`config.mk`:
```
export PLATFORM = sky130hd
export DESIGN_NAME = nvmsd_regs
export DESIGN_NICKNAME = d
export VERILOG_FILES = /design/src/hw/nvmsd_pkg.sv /design/src/hw/nvmsd_regs.sv
export SDC_FILE = /design/constraint.sdc
export NUM_CORES = 1
export LEC_CHECK = 0
export BUFFER_PORTS_ARGS = -buffer_cell sky130_fd_sc_hd__buf_2
export CAP_MARGIN = 40
export CORE_UTILIZATION = 45
export CTS_BUF_LIST = sky130_fd_sc_hd__clkbuf_16
export DETAILED_ROUTE_END_ITERATION = 7
export HOLD_SLACK_MARGIN = 0.15
export PLACE_DENSITY = 0.76
export REMOVE_ABC_BUFFERS = 1
export SETUP_SLACK_MARGIN = 0.4
export SLEW_MARGIN = 20
export SYNTH_ARGS = -nofsm -noshare
export SYNTH_HDL_FRONTEND = slang
export SYNTH_SLANG_ARGS = --single-unit
```
`constraint.sdc`:
```
create_clock -name clk_in -period 8.42 [get_ports clk_in]
set_input_delay 0.421 -clock clk_in [delete_from_list [all_inputs] [get_ports clk_in]]
set_output_delay 0.421 -clock clk_in [all_outputs]
set_load 0.1 [all_outputs]
```
`src/hw/nvmsd_pkg.sv`:
```
package nvmsd_pkg;
  // ----------------------------------------
  // Register indices (byte address = 4 * index)
  // ----------------------------------------
  localparam logic [3:0] IDX_COMMAND = 4'h0;
  localparam logic [3:0] IDX_PROTECT = 4'h1;
  localparam logic [3:0] IDX_STATUS = 4'h2;
  localparam logic [3:0] IDX_INT_ENABLE = 4'h3;
  localparam logic [3:0] IDX_INT_FLAGS = 4'h4;
  localparam logic [3:0] IDX_RESERVED = 4'h5;
  localparam logic [3:0] IDX_DATA_LOW = 4'h6;
  localparam logic [3:0] IDX_DATA_HIGH = 4'h7;
  localparam logic [3:0] IDX_ADDR_LOW = 4'h8;
  localparam logic [3:0] IDX_ADDR_HIGH = 4'h9;
  localparam logic [3:0] IDX_ADDR_EXT = 4'hA;
  // ----------------------------------------
  // Field positions and codes
  // ----------------------------------------
  localparam int ERR_LSB = 4;
  localparam int ERR_MSB = 6;
  localparam int EE_BUSY_BIT = 1;
  localparam int FL_BUSY_BIT = 0;
  localparam int READY_BIT = 0;
  localparam int WP_CODE_BIT = 0;
  localparam int WP_DATA_BIT = 2;
  localparam logic [2:0] ERR_NONE = 3'h0;
  localparam logic [2:0] ERR_UNSUPPORTED = 3'h1;
  localparam logic [2:0] ERR_PROTECTED = 3'h2;
  localparam logic [2:0] ERR_OVERLAP = 3'h3;
  localparam logic [6:0] CMD_IDLE = 7'h00;
  localparam logic [6:0] CMD_NULL_OP = 7'h01;
  localparam logic [6:0] CMD_CHIP_ERASE = 7'h20;
  localparam logic [6:0] CMD_EE_ERASE = 7'h30;
  // ----------------------------------------
  // Reset values
  // ----------------------------------------
  localparam logic [7:0] RST_BYTE = 8'h00;
  localparam logic [6:0] RST_COMMAND = 7'h00;
  // ----------------------------------------
  // Carriers
  // ----------------------------------------
  typedef enum logic [1:0] {
    SEC_BOOT = 2'h0,
    SEC_APP_CODE = 2'h1,
    SEC_APP_DATA = 2'h2,
    SEC_EEPROM = 2'h3
  } nvmsd_section_t;
  typedef struct packed {
    logic valid;
    nvmsd_section_t section;
    logic [23:0] addr;
    logic [15:0] data;
  } nvmsd_access_t;
  typedef struct packed {
    logic start;
    logic [6:0] command;
    logic [23:0] addr;
    logic [15:0] data;
  } nvmsd_prog_t;
endpackage

```
`src/hw/nvmsd_regs.sv`:
```
`timescale 1ns/1ps
// Behaviour
// [RL1] Status bits 6:4 hold the most recent error code; zero means none.
// [RL2] Software writing zero into the error field returns it to no-error.
// [RL3] Selecting an unsupported command loads error code one.
// [RL4] Store to a write-protected section is dropped and loads error code two; code sets it only while a write or erase command is selected.
// [RL5] New write or erase command during an ongoing one loads error three.
// [RL6] Status bit 1 is read-only and shows EEPROM programming in progress.
// [RL7] Status bit 0 is read-only and shows flash programming in progress.
// [RL8] Bit 0 at index 0x03 enables the EEPROM-ready interrupt.
// [RL9] Interrupt request is a level: ready flag and its enable both set.
// [RL10] Software enables the ready interrupt only after issuing an EEPROM command.
// [RL11] The interrupt handler clears the enable bit to stop the level request.
// [RL12] Bit 0 at index 0x04 is set by hardware while EEPROM is idle.
// [RL13] Writing one clears the ready flag; writing zero leaves it.
// [RL14] Sixteen-bit data value: low byte at 0x06, high byte at 0x07.
// [RL15] Data value captures the latest read from flash, EEPROM or controller.
// [RL16] EEPROM accesses use only the low data byte; high byte is untouched.
// [RL17] 24-bit address in three bytes at 0x08, 0x09 and 0x0A.
// [RL18] Address value holds the most recently accessed memory location.
// [RL19] Software passes through idle or null command between two commands.
// [RL20] After reset enable, flag, data and address read zero, error none; the flag reads one once the idle EEPROM sets it a cycle later.
module nvmsd_regs #(
  parameter int ADDR_W = 12
) (
  input wire logic clk_in,
  input wire logic rst_in,
  input wire logic psel_in,
  input wire logic penable_in,
  input wire logic pwrite_in,
  input wire logic [ADDR_W-1:0] paddr_in,
  input wire logic [31:0] pwdata_in,
  output logic [31:0] prdata_out,
  output logic pready_out,
  output logic pslverr_out,
  input wire logic flash_busy_in,
  input wire logic eeprom_busy_in,
  input wire nvmsd_pkg::nvmsd_access_t store_in,
  input wire nvmsd_pkg::nvmsd_access_t read_in,
  output nvmsd_pkg::nvmsd_prog_t prog_out,
  output logic irq_out
);
  import nvmsd_pkg::*;

  // Decode needs index bits 5:2 below the upper address bits
  if (ADDR_W < 6) begin : g_addr_w_check
    $error("ADDR_W must be at least 6");
  end

  // ----------------------------------------
  // State
  // ----------------------------------------
  logic [6:0] command_reg;
  logic wp_code_reg;
  logic wp_data_reg;
  logic [2:0] error_reg;
  logic int_enable_reg;
  logic ready_flag_reg;
  logic [15:0] data_reg;
  logic [23:0] addr_reg;
  logic [31:0] prdata_reg;
  logic pready_reg;
  logic pslverr_reg;
  logic irq_reg;
  nvmsd_prog_t prog_reg;
  logic [2:0] error_next;
  logic [15:0] data_next;
  logic [23:0] addr_next;
  logic ready_flag_next;

  // ----------------------------------------
  // APB decode
  // ----------------------------------------
  // Two-cycle access phase so read data leaves a flop
  wire logic [3:0] reg_index = paddr_in[5:2];
  wire logic addr_mapped = (paddr_in[ADDR_W-1:6] == '0) && (reg_index <= IDX_ADDR_EXT);
  wire logic access_done = psel_in && penable_in && pready_reg;
  wire logic bus_wr = access_done && pwrite_in && addr_mapped;
  wire logic wr_command = bus_wr && (reg_index == IDX_COMMAND);
  wire logic wr_protect = bus_wr && (reg_index == IDX_PROTECT);
  wire logic wr_status = bus_wr && (reg_index == IDX_STATUS);
  wire logic wr_int_enable = bus_wr && (reg_index == IDX_INT_ENABLE);
  wire logic wr_int_flags = bus_wr && (reg_index == IDX_INT_FLAGS);
  wire logic wr_data_low = bus_wr && (reg_index == IDX_DATA_LOW);
  wire logic wr_data_high = bus_wr && (reg_index == IDX_DATA_HIGH);
  wire logic wr_addr_low = bus_wr && (reg_index == IDX_ADDR_LOW);
  wire logic wr_addr_high = bus_wr && (reg_index == IDX_ADDR_HIGH);
  wire logic wr_addr_ext = bus_wr && (reg_index == IDX_ADDR_EXT);
  wire logic [7:0] wbyte = pwdata_in[7:0];

  // ----------------------------------------
  // Command checks
  // ----------------------------------------
  function automatic logic cmd_supported(input logic [6:0] c);
    case (c)
      7'h00, 7'h01, 7'h02, 7'h08, 7'h09, 7'h0A, 7'h0B, 7'h0C, 7'h0D,
      7'h12, 7'h13, 7'h18, 7'h19, 7'h1A, 7'h1B, 7'h1C, 7'h1D,
      7'h20, 7'h30: cmd_supported = 1'b1;
      default: cmd_supported = 1'b0;
    endcase
  endfunction

  wire logic [6:0] new_cmd = wbyte[6:0];
  wire logic new_is_op = (new_cmd != CMD_IDLE) && (new_cmd != CMD_NULL_OP);
  wire logic cur_is_op = (command_reg != CMD_IDLE) && (command_reg != CMD_NULL_OP);
  wire logic any_busy = flash_busy_in || eeprom_busy_in;
  wire logic cmd_bad = wr_command && !cmd_supported(new_cmd); // see [RL3]
  // Skipping the idle step between two commands counts as overlap too
  wire logic cmd_overlap = wr_command && cmd_supported(new_cmd) && new_is_op &&
    (any_busy || (cur_is_op && (new_cmd != command_reg))); // see [RL5] see [RL19]
  wire logic cmd_ok = wr_command && cmd_supported(new_cmd) && !cmd_overlap;
  wire logic immediate_erase = cmd_ok && ((new_cmd == CMD_CHIP_ERASE) || (new_cmd == CMD_EE_ERASE));
  wire logic sec_locked = ((store_in.section == SEC_APP_CODE) && wp_code_reg) ||
    ((store_in.section == SEC_APP_DATA) && wp_data_reg);
  wire logic store_blocked = store_in.valid && cur_is_op && sec_locked; // see [RL4]
  wire logic store_go = store_in.valid && cur_is_op && !sec_locked;
  wire logic read_hit = read_in.valid;
  wire logic read_ee = read_in.section == SEC_EEPROM;

  // ----------------------------------------
  // Next values
  // ----------------------------------------
  // Hardware errors win over a software clear in the same cycle
  always_comb begin
    if (cmd_bad) begin
      error_next = ERR_UNSUPPORTED; // see [RL3]
    end else if (cmd_overlap) begin
      error_next = ERR_OVERLAP; // see [RL5]
    end else if (store_blocked) begin
      error_next = ERR_PROTECTED; // see [RL4]
    end else if (wr_status) begin
      error_next = wbyte[ERR_MSB:ERR_LSB]; // see [RL2]
    end else begin
      error_next = error_reg; // see [RL1]
    end
  end

  // Idle EEPROM keeps setting the flag, so a clear only sticks while busy
  assign ready_flag_next = !eeprom_busy_in ||
    (ready_flag_reg && !(wr_int_flags && wbyte[READY_BIT])); // see [RL12] see [RL13]

  always_comb begin
    data_next = data_reg;
    if (read_hit) begin
      data_next[7:0] = read_in.data[7:0]; // see [RL15]
      if (!read_ee) begin
        data_next[15:8] = read_in.data[15:8]; // see [RL16]
      end
    end else begin
      if (wr_data_low) begin
        data_next[7:0] = wbyte;
      end
      if (wr_data_high) begin
        data_next[15:8] = wbyte;
      end
    end
  end

  always_comb begin
    addr_next = addr_reg;
    if (read_hit) begin
      addr_next = read_in.addr; // see [RL18]
    end else if (store_in.valid) begin
      addr_next = store_in.addr; // see [RL18]
    end else begin
      if (wr_addr_low) begin
        addr_next[7:0] = wbyte; // see [RL17]
      end
      if (wr_addr_high) begin
        addr_next[15:8] = wbyte;
      end
      if (wr_addr_ext) begin
        addr_next[23:16] = wbyte;
      end
    end
  end

  // ----------------------------------------
  // Read mux
  // ----------------------------------------
  logic [7:0] rd_byte;
  always_comb begin
    rd_byte = RST_BYTE;
    if (reg_index == IDX_COMMAND) begin
      rd_byte = {1'b0, command_reg};
    end else if (reg_index == IDX_PROTECT) begin
      rd_byte = {5'h00, wp_data_reg, 1'b0, wp_code_reg};
    end else if (reg_index == IDX_STATUS) begin
      rd_byte = {1'b0, error_reg, 2'h0, eeprom_busy_in, flash_busy_in}; // see [RL6] see [RL7]
    end else if (reg_index == IDX_INT_ENABLE) begin
      rd_byte = {7'h00, int_enable_reg};
    end else if (reg_index == IDX_INT_FLAGS) begin
      rd_byte = {7'h00, ready_flag_reg};
    end else if (reg_index == IDX_DATA_LOW) begin
      rd_byte = data_reg[7:0]; // see [RL14]
    end else if (reg_index == IDX_DATA_HIGH) begin
      rd_byte = data_reg[15:8];
    end else if (reg_index == IDX_ADDR_LOW) begin
      rd_byte = addr_reg[7:0];
    end else if (reg_index == IDX_ADDR_HIGH) begin
      rd_byte = addr_reg[15:8];
    end else if (reg_index == IDX_ADDR_EXT) begin
      rd_byte = addr_reg[23:16];
    end
  end

  // ----------------------------------------
  // Bus flops
  // ----------------------------------------
  always_ff @(posedge clk_in or posedge rst_in) begin
    if (rst_in) begin
      pready_reg <= 1'b0;
      pslverr_reg <= 1'b0;
      prdata_reg <= '0;
    end else begin
      pready_reg <= psel_in && penable_in && !pready_reg;
      pslverr_reg <= psel_in && penable_in && !pready_reg && !addr_mapped;
      prdata_reg <= (psel_in && penable_in && !pready_reg && addr_mapped && !pwrite_in) ?
        {24'h000000, rd_byte} : 32'h00000000;
    end
  end

  // ----------------------------------------
  // Register flops
  // ----------------------------------------
  always_ff @(posedge clk_in or posedge rst_in) begin
    if (rst_in) begin
      command_reg <= RST_COMMAND;
      wp_code_reg <= 1'b0;
      wp_data_reg <= 1'b0;
      error_reg <= ERR_NONE; // see [RL20]
      int_enable_reg <= 1'b0;
      ready_flag_reg <= 1'b0;
      data_reg <= 16'h0000;
      addr_reg <= 24'h000000;
      irq_reg <= 1'b0;
      prog_reg <= '0;
    end else begin
      if (cmd_ok) begin
        command_reg <= new_cmd;
      end
      // Protection only sets; reset is the only way out
      if (wr_protect) begin
        wp_code_reg <= wp_code_reg | wbyte[WP_CODE_BIT];
        wp_data_reg <= wp_data_reg | wbyte[WP_DATA_BIT];
      end
      if (wr_int_enable) begin
        int_enable_reg <= wbyte[READY_BIT]; // see [RL8] see [RL11]
      end
      error_reg <= error_next;
      ready_flag_reg <= ready_flag_next;
      data_reg <= data_next;
      addr_reg <= addr_next;
      irq_reg <= ready_flag_reg && int_enable_reg; // see [RL9] see [RL10]
      prog_reg.start <= store_go || immediate_erase;
      prog_reg.command <= immediate_erase ? new_cmd : command_reg;
      prog_reg.addr <= store_in.addr;
      prog_reg.data <= store_in.data;
    end
  end

  assign prdata_out = prdata_reg;
  assign pready_out = pready_reg;
  assign pslverr_out = pslverr_reg;
  assign irq_out = irq_reg;
  assign prog_out = prog_reg;
endmodule // nvmsd_regs

```
==> impl_metrics.ini <==
[critical_path]
worstSetupPathType = input port to flop
critical_path_slowest_stage_cell = nor4b_1
crit_required_ps = 8700
cp.arrival_ps = 2560
timing.critical_path.cells = buf_2, nor4b_1, nand4_1, mux2_2, a211oi_1, a21oi_1
critical_path.startpoint_type = input port
cp_max_fo = 23
crit_buf_inv = 1
setup.worst_path.end_class = flop
critical-path-max-stage-delay_ps = 750
path_delay_family = simple AND/OR/NAND/NOR gates

[final_layout]
largest_reg_flops = 48
syn_to_final_growth_pct = 35.6
antenna-diode-count = 0
stdcell_area_mm2 = 0.00709
post_route_cells_drive_above_1_share = 0.311
fin_nets = 849

[power_and_ir_drop]
internal_power_w = 0.00107
share_seq_of_total_power = 0.386
design_power_total_w = 0.00153
powerDensity_mw_per_mm2 = 215
vdd_drop_max_uv = 132
share_clk_of_total_power = 0.426
p_comb_frac = 0.187
power.leakage_nw = 3.54
sw_frac_of_total = 0.298
p_switching_w = 0.000454

[route]
via_count = 4547
drt-met1-wl_um = 6200
route.detailed.vias_per_inst = 5.26
routed_wire_length_per_instance_um = 16.9
drt_wl_total_um = 14600
drt_first_iter_violations = 232
wl_met3_um = 821
drc_errors = 0
final_antenna_net_count = 0
detailed_route_wirelength_on_metal2_um = 7220
top_layer = met4
drtPass1Iterations = 5

[timing]
finalHoldViolCount = 0
timing.hold.ws_ps = 219
ratio_of_final_minimum_period_to_clock_period = 0.271
f_max_mhz = 438
slew_violations = 0
finalSetupTns_ps = 0
relSlewSlack = 0.426
worst_margin_slew_ps = 849
grt_setup_unrepaired = false
setup-violations-final = 0
finalWorstPathRequiredPeriod_ps = 2280
finClkSkew_ps = 4.77
postLayoutSetupSlackWorst_ps = 6140

[cts]
cts.reportedPaths.clkPinSlew_ps = 50
ctsResizeCount = 0
clkLatencyLatePin_ps = 410
clock-sinks = 113
tritoncts = built
cts.root.buffer_cell = clkbuf_16
setup_fix_bufs_post_cts = 0
clock_tree.buffer_depth = 2
htree_num_levels = 4
holdBufCountCts = 40
cts_made_buffers = 17

[grt]
global_route_wire_length_before_repair_um = 22400
antenna_found_initial = 0
globalRouteTotalUtil = 0.254
first_global_vias = 4473
globalRouteOverflowTotal = 0
grt_start_max_net_pins = 77

[synth]
synthesis.yosys.warnings = 0
synth_top_flop_cell = dfrtp_1
synth_cell_type_count = 50
synthTopCellsByArea = dfrtp_1, mux2i_1, o21ai_0
synthMostInstantiatedCell = dfrtp_1
netlist.area_leader.share = 0.541
synthDominantAreaCellType = dfrtp_1
synth_seq_area_share = 0.541
mappedNetlistArea_mm2 = 0.00523
ys_ff_latch = 113
synth_common_cells = dfrtp_1, nand2_1, o21ai_0, mux2i_1, nor2_1
synthCells = 508
postSynth.asyncResetShare = 1.00
synth_enable_flop_cells = 0
postSynthAreaPerCell_um2 = 10.3

[worst_hold_path]
hold_path.class = input port to flop

[floorplan]
core.rowCount = 38
die_boundary_height_um = 110
core_area_mm2 = 0.0111
die_width_um = 110
boundaryPins = 220
die_area_mm2 = 0.0121
initial_core_util = 0.472

[status]
status = completed

[placement]
numPortBuffers = 169
pre_cts_ws_ps = 5750
dp_hpwl_um = 9610
placed_cell_area_mm2 = 0.00610
gpl.final_weighted_congestion = 0.851

[flow_run]
cap_viol_max_count = 0
==> worst reg2reg max path, stage by stage, from the launching register on <==
cell and delay (ps):
dfrtp_1 440, nor4_1 390, nand3_1 110, o211a_2 190
nor3_4 380, mux2_2 380
==> placed cells by master (no fill, tap or decap), types with 5 or more instances in the layout <==
| cell | n |
|---|---|
| dlygate4sd3_1 | 41 |
| dfrtp_1 | 113 |
| conb_1 | 24 |
| xnor2_1 | 7 |
| nor3_1 | 6 |
| mux2i_1 | 49 |
| buf_4 | 5 |
| mux2_2 | 11 |
| a21oi_1 | 37 |
| nand2_1 | 63 |
| inv_1 | 9 |
| buf_2 | 169 |
| o21ai_0 | 52 |
| nor2_1 | 38 |
| nor2b_1 | 5 |
| clkbuf_16 | 17 |
| a22o_1 | 7 |
| nand3_1 | 6 |
==> cells by family (layout without fill, tap and decap cells) <==
family          Yosys count  count (layout)  share of synthesized area
buf+inv                  64             257                     0.0670
xor+xnor                  7               7                     0.0117
compound gates          121             121                      0.135
simple gates            141             141                      0.123
other cells               1              24                   0.000717
mux                      61              61                      0.122
flops                   113             113                      0.541
==> power by group through the flow <==
stage | clock network [W] | logic (W) | registers [W]
5_1_grt | 0.000685 | 0.000305 | 0.000592
6_report | 0.000650 | 0.000286 | 0.000589
2_1_floorplan | 0 | 0.000109 | 0.000672
3_3_place_gp | 0 | 0.000261 | 0.000596
4_1_cts | 0.000662 | 0.000282 | 0.000589
3_5_place_dp | 0 | 0.000267 | 0.000597
==> metal layers <==
metal	vias to the layer above	GRT usage
li1	2147	-
met1	2199	0.319
met2	173	0.422
met3	28	0.0510
met4	0	0.115
met5	-	0
==> worst paths after layout <==
check | startpoint | cells after the start | to | slack, ps
min | read_in[4] | 3 | data_reg[4]$_DFFE_PP0P_ | 220
max in group asynchronous | rst_in | 4 | prog_out[38]$_DFF_PP0_ | 6920
min in group asynchronous | rst_in | 3 | prog_out[9]$_DFF_PP0_ | 540
max | paddr_in[3] | 6 | error_reg[1]$_DFFE_PP0P_ | 6140
max reg2reg | command_reg[1]$_DFFE_PP0P_ | 5 | command_reg[5]$_DFFE_PP0P_ | 6400
min reg2reg | data_reg[10]$_DFFE_PP0P_ | 2 | data_reg[10]$_DFFE_PP0P_ | 480
==> layout make-up <==
type	instances	area, µm²
Fill cell	905	3990
Sequential cell	113	2830
Multi-Input combinational cell	354	2150
Timing Repair Buffer	221	1370
Clock buffer	17	425
Tap cell	140	175
Clock inverter	14	110
Inverter	5	21.3
==> metrics by stage <==
stage / util / cells
6_report: 0.640 / 864
5_1_grt: 0.640 / 864
3_5_place_dp: 0.550 / 789
2_1_floorplan: - / 472
3_3_place_gp: 0.547 / 785
4_1_cts: 0.635 / 860
Power figures use the tool's default switching activity.
